[src/rtl/maf_defs.svh]
// Purpose: offsets, field positions and reset values of the address filter
// Assumes: 12-bit byte address on the register bus
// Notes: definitions only
`ifndef MAF_DEFS_SVH
`define MAF_DEFS_SVH
`define MAF_OFF_CTRL 12'h100
`define MAF_OFF_ADRH 12'h104
`define MAF_OFF_ADRL 12'h108
`define MAF_OFF_HSHH 12'h10C
`define MAF_OFF_HSHL 12'h110
`define MAF_OFF_STAT 12'h120
`define MAF_BIT_RXG 2
`define MAF_BIT_TXG 3
`define MAF_BIT_ALLG 19
`define MAF_BIT_PROT 31
`define MAF_RST_ADRH 16'hFFFF
`define MAF_RST_ADRL 32'hFFFF_FFFF
`define MAF_RST_HASH 32'h0000_0000
`define MAF_CRC_POLY 32'h04C1_1DB7
`define MAF_CRC_INIT 32'hFFFF_FFFF
`define MAF_HDR_LAST 3'h5
`endif

[src/rtl/maf_pkg.sv]
// Purpose: types shared by the address filter and its bench
// Assumes: nothing
// Notes: receive states gray coded along hdr-flush-pass
package maf_pkg;
    typedef enum logic [1:0] {
        MAF_HDR   = 2'h0,
        MAF_FLUSH = 2'h1,
        MAF_PASS  = 2'h3,
        MAF_DROP  = 2'h2
    } maf_state_e;
    typedef struct packed {
        logic       last;
        logic [7:0] data;
    } maf_byte_s;
    typedef struct packed {
        logic prot;
        logic allg;
        logic txg;
        logic rxg;
    } maf_ctrl_s;
endpackage

[src/rtl/maf_filter.sv]
// Purpose: station address, group hash filter and tx/rx gating of a MAC
// Assumes: one clock, byte streams with a last flag, APB register access
// Notes: filter holds the six destination bytes, then forwards or drops
//
// Contract
// RQ1 - transmit gate set sends frames to the cable; clear sends none (a frame started before the gate clears is still sent whole)
// RQ2 - receive gate set accepts frames from the phy; clear accepts none
// RQ3 - station address high holds bits 47:32, read/write, resets to ones
// RQ4 - station address low holds bits 31:0, read/write, resets to ones
// RQ5 - first octet in low bits 7:0, sixth octet in high bits 15:8
// RQ6 - protected reset keeps both station address registers
// RQ7 - hash index msb picks upper or lower word, five bits pick the bit
// RQ8 - group frame accepted when its hash bit is one, else rejected
// RQ9 - accept all group frames overrides the hash table
// RQ10 - upper hash word read/write, resets to zero
// RQ11 - lower hash word read/write, resets to zero
// RQ12 - hash index comes from crc-32 over the six destination octets
// RQ13 - reserved bits read zero and ignore writes

`include "maf_defs.svh"

module maf_fifo #(
    parameter int W  = 9,
    parameter int D  = 16,
    parameter int AW = $clog2(D)
) (
    input  wire logic          i_clock,
    input  wire logic          i_resetn,
    input  wire logic          i_valid,
    input  wire logic [W-1:0]  i_data,
    output logic               o_ready,
    output logic               o_valid,
    output logic [W-1:0]       o_data,
    input  wire logic          i_ready,
    output logic [AW:0]        o_count
);
    // depth must be a power of two: pointers wrap by overflow
    logic [W-1:0] mem_q [0:D-1];
    logic [AW:0]  wp_q;
    logic [AW:0]  rp_q;
    logic         push;
    logic         pop;

    assign push    = i_valid && o_ready;
    assign pop     = o_valid && i_ready;
    assign o_count = wp_q - rp_q;
    assign o_ready = o_count != D[AW:0];
    assign o_valid = o_count != '0;
    assign o_data  = mem_q[rp_q[AW-1:0]];

    always_ff @(posedge i_clock) begin
        if (push) begin
            mem_q[wp_q[AW-1:0]] <= i_data;
        end
    end

    always_ff @(posedge i_clock or negedge i_resetn) begin
        if (!i_resetn) begin
            wp_q <= '0;
            rp_q <= '0;
        end else begin
            if (push) begin
                wp_q <= wp_q + 1'b1;
            end
            if (pop) begin
                rp_q <= rp_q + 1'b1;
            end
        end
    end
endmodule // maf_fifo

module maf_filter #(
    parameter int DEPTH = 16
) (
    input  wire logic             i_clock,
    input  wire logic             i_resetn,
    input  wire logic             i_soft_reset,
    input  wire logic             i_psel,
    input  wire logic             i_penable,
    input  wire logic             i_pwrite,
    input  wire logic [11:0]      i_paddr,
    input  wire logic [31:0]      i_pwdata,
    output logic [31:0]           o_prdata,
    output logic                  o_pready,
    output logic                  o_pslverr,
    input  wire logic             i_phy_rx_valid,
    input  wire maf_pkg::maf_byte_s i_phy_rx_byte,
    output logic                  o_phy_rx_ready,
    output logic                  o_rx_valid,
    output maf_pkg::maf_byte_s    o_rx_byte,
    input  wire logic             i_rx_ready,
    input  wire logic             i_tx_valid,
    input  wire maf_pkg::maf_byte_s i_tx_byte,
    output logic                  o_tx_ready,
    output logic                  o_phy_tx_valid,
    output maf_pkg::maf_byte_s    o_phy_tx_byte,
    input  wire logic             i_phy_tx_ready
);
    localparam int CW = $clog2(DEPTH) + 1;

    maf_pkg::maf_ctrl_s  ctrl_q;
    maf_pkg::maf_state_e state_q;
    maf_pkg::maf_byte_s  fin_byte;
    maf_pkg::maf_byte_s  tx_q;
    logic [15:0]         addr_hi_q;
    logic [31:0]         addr_lo_q;
    logic [31:0]         hash_hi_q;
    logic [31:0]         hash_lo_q;
    logic [31:0]         rd_val;
    logic                hit;
    logic                setup;
    logic                wr;
    logic [7:0]          hdr_q [0:5];
    logic [2:0]          cnt_q;
    logic [31:0]         crc_q;
    logic [31:0]         crc_nxt;
    logic                hdr_last_q;
    logic [7:0]          acc_cnt_q;
    logic [7:0]          rej_cnt_q;
    logic [47:0]         dest;
    logic                mcast;
    logic [5:0]          hidx;
    logic                hbit;
    logic                accept;
    logic                rx_take;
    logic                decide;
    logic                fin_valid;
    logic                fin_ready;
    logic [CW-1:0]       fifo_cnt;
    logic                tx_vq;
    logic                tx_busy_q;
    logic                tx_take;

    function automatic logic [31:0] crc_byte(input logic [31:0] c, input logic [7:0] b);
        logic [31:0] r;
        r = c;
        for (int k = 0; k < 8; k++) begin
            r = (r[31] ^ b[k]) ? ({r[30:0], 1'b0} ^ `MAF_CRC_POLY) : {r[30:0], 1'b0};
        end
        return r;
    endfunction

    // register bus: read data caught in setup, zero wait access
    assign setup     = i_psel && !i_penable;
    assign wr        = i_psel && i_penable && i_pwrite && hit;
    assign o_pready  = 1'b1;

    always_comb begin
        rd_val = '0;
        hit    = 1'b1;
        case (i_paddr)
            `MAF_OFF_CTRL: begin
                rd_val[`MAF_BIT_PROT] = ctrl_q.prot;
                rd_val[`MAF_BIT_ALLG] = ctrl_q.allg;
                rd_val[`MAF_BIT_TXG]  = ctrl_q.txg;
                rd_val[`MAF_BIT_RXG]  = ctrl_q.rxg;
            end
            `MAF_OFF_ADRH: rd_val = {16'h0000, addr_hi_q}; // [RQ13]
            `MAF_OFF_ADRL: rd_val = addr_lo_q;
            `MAF_OFF_HSHH: rd_val = hash_hi_q;
            `MAF_OFF_HSHL: rd_val = hash_lo_q;
            `MAF_OFF_STAT: rd_val = {rej_cnt_q, acc_cnt_q, 8'h00, 1'b0, state_q, 5'(fifo_cnt)};
            default:       hit    = 1'b0;
        endcase
    end

    always_ff @(posedge i_clock or negedge i_resetn) begin
        if (!i_resetn) begin
            o_prdata  <= '0;
            o_pslverr <= 1'b0;
        end else if (setup) begin
            o_prdata  <= rd_val;
            o_pslverr <= !hit;
        end
    end

    always_ff @(posedge i_clock or negedge i_resetn) begin
        if (!i_resetn) begin
            ctrl_q <= '0;
        end else if (i_soft_reset) begin
            ctrl_q <= '0;
        end else if (wr && i_paddr == `MAF_OFF_CTRL) begin
            ctrl_q.prot <= i_pwdata[`MAF_BIT_PROT];
            ctrl_q.allg <= i_pwdata[`MAF_BIT_ALLG];
            ctrl_q.txg  <= i_pwdata[`MAF_BIT_TXG];
            ctrl_q.rxg  <= i_pwdata[`MAF_BIT_RXG];
        end
    end

    // soft reset spares the station address while protection is set
    always_ff @(posedge i_clock or negedge i_resetn) begin
        if (!i_resetn) begin
            addr_hi_q <= `MAF_RST_ADRH; // [RQ3]
            addr_lo_q <= `MAF_RST_ADRL; // [RQ4]
        end else if (i_soft_reset) begin
            if (!ctrl_q.prot) begin // [RQ6]
                addr_hi_q <= `MAF_RST_ADRH;
                addr_lo_q <= `MAF_RST_ADRL;
            end
        end else if (wr && i_paddr == `MAF_OFF_ADRH) begin
            addr_hi_q <= i_pwdata[15:0]; // [RQ3] [RQ13]
        end else if (wr && i_paddr == `MAF_OFF_ADRL) begin
            addr_lo_q <= i_pwdata; // [RQ4]
        end
    end

    always_ff @(posedge i_clock or negedge i_resetn) begin
        if (!i_resetn) begin
            hash_hi_q <= `MAF_RST_HASH; // [RQ10]
            hash_lo_q <= `MAF_RST_HASH; // [RQ11]
        end else if (i_soft_reset) begin
            hash_hi_q <= `MAF_RST_HASH;
            hash_lo_q <= `MAF_RST_HASH;
        end else if (wr && i_paddr == `MAF_OFF_HSHH) begin
            hash_hi_q <= i_pwdata; // [RQ10]
        end else if (wr && i_paddr == `MAF_OFF_HSHL) begin
            hash_lo_q <= i_pwdata; // [RQ11]
        end
    end

    // receive filter
    assign rx_take = i_phy_rx_valid && o_phy_rx_ready;
    assign decide  = state_q == maf_pkg::MAF_HDR && rx_take && cnt_q == `MAF_HDR_LAST;
    assign crc_nxt = crc_byte((cnt_q == 3'h0) ? `MAF_CRC_INIT : crc_q, i_phy_rx_byte.data); // [RQ12]
    assign dest    = {i_phy_rx_byte.data, hdr_q[4], hdr_q[3], hdr_q[2], hdr_q[1], hdr_q[0]}; // [RQ5]
    assign mcast   = hdr_q[0][0];
    assign hidx    = crc_nxt[31:26]; // [RQ12]
    assign hbit    = hidx[5] ? hash_hi_q[hidx[4:0]] : hash_lo_q[hidx[4:0]]; // [RQ7]
    // broadcast is a group address too and goes through the hash
    assign accept  = ctrl_q.rxg && (mcast ? (ctrl_q.allg || hbit) // [RQ2] [RQ8] [RQ9]
                                          : dest == {addr_hi_q, addr_lo_q}); // [RQ5]

    always_comb begin
        case (state_q)
            maf_pkg::MAF_FLUSH: o_phy_rx_ready = 1'b0;
            maf_pkg::MAF_PASS:  o_phy_rx_ready = fin_ready;
            default:            o_phy_rx_ready = 1'b1;
        endcase
    end

    assign fin_valid = state_q == maf_pkg::MAF_FLUSH || (state_q == maf_pkg::MAF_PASS && i_phy_rx_valid);
    assign fin_byte  = (state_q == maf_pkg::MAF_FLUSH)
                     ? {hdr_last_q && cnt_q == `MAF_HDR_LAST, hdr_q[cnt_q]} : i_phy_rx_byte;

    always_ff @(posedge i_clock) begin
        if (state_q == maf_pkg::MAF_HDR && rx_take) begin
            hdr_q[cnt_q] <= i_phy_rx_byte.data;
        end
    end

    always_ff @(posedge i_clock or negedge i_resetn) begin
        if (!i_resetn) begin
            state_q    <= maf_pkg::MAF_HDR;
            cnt_q      <= '0;
            crc_q      <= `MAF_CRC_INIT;
            hdr_last_q <= 1'b0;
        end else if (i_soft_reset) begin
            state_q <= maf_pkg::MAF_HDR;
            cnt_q   <= '0;
        end else begin
            case (state_q)
                maf_pkg::MAF_HDR: begin
                    if (rx_take) begin
                        crc_q <= crc_nxt;
                        if (decide) begin
                            cnt_q      <= '0;
                            hdr_last_q <= i_phy_rx_byte.last;
                            if (accept) begin
                                state_q <= maf_pkg::MAF_FLUSH;
                            end else if (!i_phy_rx_byte.last) begin
                                state_q <= maf_pkg::MAF_DROP;
                            end
                        end else if (i_phy_rx_byte.last) begin
                            cnt_q <= '0; // runt frame discarded
                        end else begin
                            cnt_q <= cnt_q + 3'h1;
                        end
                    end
                end
                maf_pkg::MAF_FLUSH: begin
                    if (fin_ready) begin
                        if (cnt_q == `MAF_HDR_LAST) begin
                            cnt_q   <= '0;
                            state_q <= hdr_last_q ? maf_pkg::MAF_HDR : maf_pkg::MAF_PASS;
                        end else begin
                            cnt_q <= cnt_q + 3'h1;
                        end
                    end
                end
                maf_pkg::MAF_PASS, maf_pkg::MAF_DROP: begin
                    if (rx_take && i_phy_rx_byte.last) begin
                        state_q <= maf_pkg::MAF_HDR;
                    end
                end
                default: state_q <= maf_pkg::MAF_HDR;
            endcase
        end
    end

    always_ff @(posedge i_clock or negedge i_resetn) begin
        if (!i_resetn) begin
            acc_cnt_q <= '0;
            rej_cnt_q <= '0;
        end else if (decide && accept) begin
            acc_cnt_q <= acc_cnt_q + 8'h01;
        end else if (state_q == maf_pkg::MAF_HDR && rx_take && i_phy_rx_byte.last) begin
            rej_cnt_q <= rej_cnt_q + 8'h01;
        end
    end

    maf_fifo #(
        .W (9),
        .D (DEPTH)
    ) u_fifo (
        .i_clock  (i_clock),
        .i_resetn (i_resetn),
        .i_valid  (fin_valid),
        .i_data   (fin_byte),
        .o_ready  (fin_ready),
        .o_valid  (o_rx_valid),
        .o_data   (o_rx_byte),
        .i_ready  (i_rx_ready),
        .o_count  (fifo_cnt)
    );

    // transmit: gate checked at frame start so no frame is cut short
    assign o_tx_ready     = (tx_busy_q || ctrl_q.txg) && (!tx_vq || i_phy_tx_ready); // [RQ1]
    assign tx_take        = i_tx_valid && o_tx_ready;
    assign o_phy_tx_valid = tx_vq;
    assign o_phy_tx_byte  = tx_q;

    always_ff @(posedge i_clock or negedge i_resetn) begin
        if (!i_resetn) begin
            tx_vq     <= 1'b0;
            tx_q      <= '0;
            tx_busy_q <= 1'b0;
        end else if (tx_take) begin
            tx_vq     <= 1'b1;
            tx_q      <= i_tx_byte;
            tx_busy_q <= !i_tx_byte.last;
        end else if (i_phy_tx_ready) begin
            tx_vq <= 1'b0;
        end
    end
endmodule // maf_filter

[config.mk]
export PLATFORM = sky130hd
export DESIGN_NAME = maf_filter
export DESIGN_NICKNAME = d
export VERILOG_FILES = /design/src/rtl/maf_pkg.sv /design/src/rtl/maf_filter.sv
export VERILOG_INCLUDE_DIRS = /design/src /design/src/rtl
export SDC_FILE = /design/constraint.sdc
export NUM_CORES = 1
export LEC_CHECK = 0
export BUFFER_PORTS_ARGS = -buffer_cell sky130_fd_sc_hd__buf_2
export CAP_MARGIN = 0
export CORE_ASPECT_RATIO = 2
export CORE_MARGIN = 2
export CORE_UTILIZATION = 51
export CTS_BUF_LIST = sky130_fd_sc_hd__clkbuf_16
export DETAILED_ROUTE_END_ITERATION = 8
export GPL_TIMING_DRIVEN = 0
export PLACE_DENSITY = 0.69
export SLEW_MARGIN = 20
export SYNTH_ARGS = -nofsm -noshare
export SYNTH_HDL_FRONTEND = slang
export SYNTH_SLANG_ARGS = --single-unit
export TNS_END_PERCENT = 1
[constraint.sdc]
create_clock -name i_clock -period 6.66 [get_ports i_clock]
set_clock_uncertainty 0.15 [all_clocks]
set_input_delay 0.666 -clock i_clock [delete_from_list [all_inputs] [get_ports i_clock]]
set_output_delay 0.666 -clock i_clock [all_outputs]
set_load 0.02 [all_outputs]
==> results of run 1 <==
==> metrics by stage <==
| stage | power (mW) | cell area [µm²] | setup slack, ps | instances |
|---|---|---|---|---|
| 4_1_cts | 8.10 | 23300 | 912 | 2481 |
| 2_1_floorplan | 5.06 | 20500 | 2460 | 1742 |
| 6_report | 8.07 | 23300 | 983 | 2481 |
| 3_3_place_gp | 5.76 | 21800 | 853 | 2397 |
| 5_1_grt | 8.39 | 23300 | 674 | 2481 |
| 3_5_place_dp | 5.80 | 22000 | 962 | 2407 |
==> state kept, by name, indices dropped and copies added (netlist names) <==
signal and flops:
ctrl_q 4, o_phy_tx_valid 1, o_phy_tx_byte 9, crc_q 32
state_q 2, u_fifo.rp_q 5, hash_lo_q 32, cnt_q 3
addr_hi_q 16, u_fifo.mem_q 144, rej_cnt_q 8, tx_busy_q 1
addr_lo_q 32, o_prdata 32, hdr_last_q 1, hdr_q 64
hash_hi_q 32, acc_cnt_q 8, o_pslverr 1, u_fifo.wp_q 5
==> repair_timing <==
action	in CTS	in global routing
hold endpoints to repair	9	0
hold buffers	1	0
endpoints found under the setup margin	0	0
==> report_power, final <==
group	internal, mW	total, mW	switching, mW
Clock	1.26	2.29	1.04
Sequential	3.04	3.19	0.146
Combinational	1.08	2.59	1.51
Total	5.38	8.07	2.69
==> per-layer routing <==
layer  GRT usage  vias up
met3      0.0404      141
met2       0.474      769
met1       0.379     7398
met5           0        -
met4       0.129        0
li1            -     6611
==> worst max-delay path: cells and delay by family, from the launching register on <==
| family | cells | cell delay [ps] |
|---|---|---|
| AOI/OAI and AO/OA | 3 | 1050 |
| xor gates and xnor gates | 1 | 240 |
| DFF | 1 | 410 |
| buffers and inverters | 3 | 1400 |
| and+or+nand+nor | 5 | 1690 |
| adders and majority gates | 1 | 340 |
==> worst paths after layout <==
check	slack, ps	end	from	cells after the start
worst min-delay path	160	o_phy_tx_valid$_DFFE_PN0P_	i_phy_tx_ready	2
min in group asynchronous	430	hash_hi_q[20]$_DFFE_PN0P_	i_resetn	2
worst max register to register	980	u_fifo.mem_q[11][6]$_DFFE_PP_	u_fifo.rp_q[1]$_DFFE_PN0P_	13
worst max-delay path	980	u_fifo.mem_q[11][6]$_DFFE_PP_	u_fifo.rp_q[1]$_DFFE_PN0P_	13
max in group asynchronous	5090	u_fifo.rp_q[4]$_DFFE_PN0P_	i_resetn	3
worst min register to register	320	o_prdata[16]$_DFFE_PN0P_	o_prdata[16]$_DFFE_PN0P_	2
==> logic make-up after synthesis <==
logic type,count (synthesis),share of synthesized area
mux,142,0.105
buf+inv,126,0.0248
simple gates,552,0.114
xor+xnor,166,0.0744
fa+ha+maj,15,0.00950
compound gates,308,0.0904
flops,432,0.582
other cells,1,0.000182
==> layout by cell type, fill, tap and decap left out, types with 15 or more instances in the layout <==
| cell type | count |
|---|---|
| mux2i_1 | 45 |
| clkbuf_16 | 40 |
| mux4_2 | 55 |
| nor3_1 | 15 |
| nor2_1 | 167 |
| clkbuf_1 | 89 |
| o21ai_0 | 85 |
| nand4_1 | 15 |
| mux2_2 | 40 |
| buf_2 | 132 |
| a21oi_1 | 126 |
| inv_1 | 24 |
| a222oi_1 | 24 |
| dfrtp_1 | 144 |
| dfstp_2 | 80 |
| xnor2_1 | 92 |
| nand3_1 | 17 |
| nand2_1 | 264 |
| nor4_1 | 19 |
| edfxtp_1 | 208 |
| xor2_1 | 68 |
==> layout make-up <==
type / instances / area [µm²]
Inverter: 15 / 56.3
Timing Repair Buffer: 136 / 761
Clock inverter: 33 / 275
Fill cell: 3316 / 16600
Multi-Input combinational cell: 1184 / 8140
Clock buffer: 40 / 1000
Sequential cell: 432 / 12000
Tap cell: 530 / 663
Buffer: 111 / 453
==> metrics, run 1 <==
final hold violation count=0; Nets=2007; DRC Markers=0; leakage power=8.67 nW; Resized cells post-CTS=0; Synth area leaders=edfxtp_1 30%, dfrtp_1 18%, dfstp_2 10%; Post-DRT Antenna Nets=0; TritonCTS Sinks=432; largest net degree at the start of global routing=100; num rows=104; vias=14.9k; first-pass iteration count of the detailed router=5; Crit path largest cell delay=910 ps; most frequent CP cell=nand2_1; initial antenna violation count=0; drt first-iter violations=1489; run status=completed; worst hold path type=primary input to flop; Worst Path Required=6670 ps; Die ar.=42000 µm²; TritonCTS Buffers=40; vias per cell=6.01; ant diodes=0; CTS root buf=clkbuf_16; EDFF count, synth=208; CP Launch Type=flop; # setup viols final=0; Initial Util=0.514; Post-Syn Nets=1829; RSZ-0062 raised after global routing=no; register bit total from synthesis=432; cell taking the most area after synthesis=edfxtp_1; critical setup path kind=flop to flop; wl on met1=23500 µm; H-tree depth=2; Util after Layout=0.583; post-route clock period utilization=0.852; CP max FO=10; Die Ht=288 µm; layout cells sized above 1=0.207; Post-Syn Area per Cell=11.8 µm²; # port buffers=125; top sig layer=met4; Seq/Total Area, Yosys=0.582; ys flop type=edfxtp_1; cell with the most instances after synthesis=nand2_1; core footprint=39900 µm²; CTS tree=yes; post-synth top area share=0.304; relative slew slack=0.264; critical path data arrival time=5690 ps; hold_ws=163 ps; drt wl/cell=24.3 µm; Synth Cell Area=20500 µm²; hpwl dp=43700 µm; WL met3=4660 µm; fmax=0.176 GHz; Routability Congestion=0.979; Synth Warn #=0; fin. max-slew vios=0; clock buffer depth=3; slowest CP cell=nor2_1; GRT Residual Overflow=0; vias in the first global route=14.8k; Max VDD drop=0.228 mV; CP endpoint kind=flop; Worst-Margin Slew=1100 ps; min Tclk post-route=5680 ps; Syn Inst Count=1742; Reg clk slew, reported paths=70 ps; CP Cell Sequence=clkbuf_1, clkbuf_1, inv_1, ha_1, a21o_1, a21oi_1, xnor2_1, nor4_1, nand2_1, nand2_1, a21oi_1, nand2_1, nor2_1; setup bufs post-CTS=0; Clock Latency Late Sink=570 ps; DRT Wirelength=60200 µm; GRT Overall Usage=0.287; die width=146 µm; WL met2=29100 µm; fraction of registers with async set/reset=0.519; I/O pin count=128; commonest cells in the netlist=264 x nand2_1, 208 x edfxtp_1, 168 x nor2_1; Max Cap Viol=0; post-route setup TNS=0 ps; first-pass GRT wire length=90700 µm; PwrDens=346 nW/µm²; Area Growth Syn to Fin=13.4%; post-synth cell types=68
Power figures use the tool's default switching activity.
==> inputs of run 2 (changes only) <==
CORE_MARGIN = 10   (was 2)
CTS_BUF_LIST = default   (was sky130_fd_sc_hd__clkbuf_16)
==> run 2 against run 1 <==
Total power increased by 0.33%. Critical endpoint is now rej_cnt_q[1]$_DFFE_PN0P_. Count of clock-buffer cells in the layout increased by 10. Utilization decreased by 0.22 points. Largest cell class unchanged. Fmax fell by 2.3%. Design area about the same. Via count rose by 1.0%.
==> metrics, run 2 (same netlist as run 1, synthesis figures left out) <==
run status=completed; cell area after layout=23300 µm²; Fillers=3482; Routability Congestion=1.01; Util after Layout=0.581; ant diodes=0; largest net degree at the start of global routing=88; Hold Buf Count CTS=1; relative slew slack=0.223; area of the multi-input gates=8150 µm²; Clock power frac=0.279; I/O pin count=128; TritonCTS Sinks=432; Die ar.=49200 µm²; critical setup path kind=flop to flop; PwrDens=348 nW/µm²; Max VDD drop=0.236 mV; Post-DRT Antenna Nets=0; placed cell count=2407; final hold violation count=0; CP endpoint kind=flop; first-pass iteration count of the detailed router=7; fin. max-slew vios=0; layout cells sized above 1=0.212; GRT Overall Usage=0.272; # port buffers=125; Net Sw Frac=0.337; CTS root buf=clkbuf_16; Reg area=12000 µm²; vias=15.1k; commonest non-fill, non-tap cell in the layout=nand2_1; clock buffer depth=3; Reg clk slew, reported paths=70 ps; drt first-iter violations=1330; CP Launch Type=flop; # setup viols final=0; WHS Path Cells=2; vias in the first global route=15.8k; GRT Residual Overflow=0; CP max FO=10; H-tree depth=2; internal cell power=5.36 mW; leakage power=8.63 nW; vias per cell=6.08; hold_ws=160 ps; worst hold path type=primary input to flop; post-route setup TNS=0 ps; depth of the most critical reg-to-reg path=17; DRT Wirelength=67500 µm; RSZ-0062 raised after global routing=no; die width=162 µm; num rows=104; post-route insts no fill=2477; setup bufs post-CTS=0; Gate power share=0.327; Max Cap Viol=0; most frequent cells in the layout=264 x nand2_1, 208 x edfxtp_1, 168 x nor2_1; CTS tree=yes; Worst-Margin Slew=1160 ps; Net Switching=2.73 mW; Resized cells post-CTS=0; sequential share of power=0.394; DRC Markers=0; dpl cell area=22000 µm²; hpwl dp=52300 µm; drt wl/cell=27.3 µm; core footprint=40100 µm²; initial antenna violation count=1; Worst Path Required=6940 ps; first-pass GRT wire length=100000 µm; Die Ht=304 µm; TritonCTS Buffers=38; max reg flops=144; min Tclk post-route=5810 ps; Clock Latency Late Sink=560 ps; critical path data arrival time=6090 ps; fmax=0.172 GHz; Area Growth Syn to Fin=13.4%; post-route clock period utilization=0.872; Initial Util=0.513; Nets=2005
## run 2: worst paths after layout
check	slack, ps	from	end
max in group asynchronous	4580	i_resetn	crc_q[0]$_DFFE_PN1P_
max	850	cnt_q[0]$_DFFE_PN0P_	rej_cnt_q[1]$_DFFE_PN0P_
min in group asynchronous	530	i_resetn	hash_lo_q[3]$_DFFE_PN0P_
max reg2reg	850	cnt_q[0]$_DFFE_PN0P_	rej_cnt_q[1]$_DFFE_PN0P_
min	160	i_phy_tx_ready	o_phy_tx_valid$_DFFE_PN0P_
min reg2reg	330	rej_cnt_q[7]$_DFFE_PN0P_	rej_cnt_q[7]$_DFFE_PN0P_
## run 2: critical path, cell delays in order, from the launching register on
cell	delay [ps]
dfrtp_1	400
clkbuf_1	520
inv_1	320
ha_1	300
nor2b_1	200
buf_4	210
o21ai_0	360
nand2_2	250
xnor3_1	330
buf_4	250
buf_4	330
mux2i_1	660
nand2_1	110
a32oi_1	280
a31oi_2	240
nand3_2	200
and3_1	230
mux2_1	320
## run 2: per-layer routing
| metal | share of wire | wire length (µm) | global-route usage |
|---|---|---|---|
| met3 | 0.055 | 3700 | 0.0410 |
| met4 | 0.092 | 6250 | 0.215 |
| met5 | 0 | 0 | 0 |
| met1 | 0.32 | 21400 | 0.265 |
| met2 | 0.54 | 36200 | 0.496 |
## run 2: area by class of cell
type                    count  share of cell area
repair buffers            136              0.0331
multi-input cells        1184               0.350
well taps                 530              0.0285
flip-flops and latches    432               0.513
plain buffers             111              0.0194
clock inverters            19             0.00854
clock buffers              50              0.0450
inverters                  15             0.00242
## run 2: stage by stage
step           setup WS (ps)  power (mW)
3_3_place_gp             843        5.81
2_1_floorplan           2460        5.06
3_5_place_dp            1020        5.87
6_report                 852        8.10
4_1_cts                  975        8.11
5_1_grt                  643        8.40
## run 2: power by group through the flow
| stage | registers [mW] | logic [mW] | clock network, mW |
|---|---|---|---|
| after global routing | 3.21 | 2.82 | 2.38 |
| after global placement | 3.23 | 2.58 | 0 |
| final | 3.19 | 2.65 | 2.26 |
| after floorplan | 3.22 | 1.84 | 0 |
| after detailed placement | 3.24 | 2.63 | 0 |
| after CTS | 3.19 | 2.65 | 2.28 |
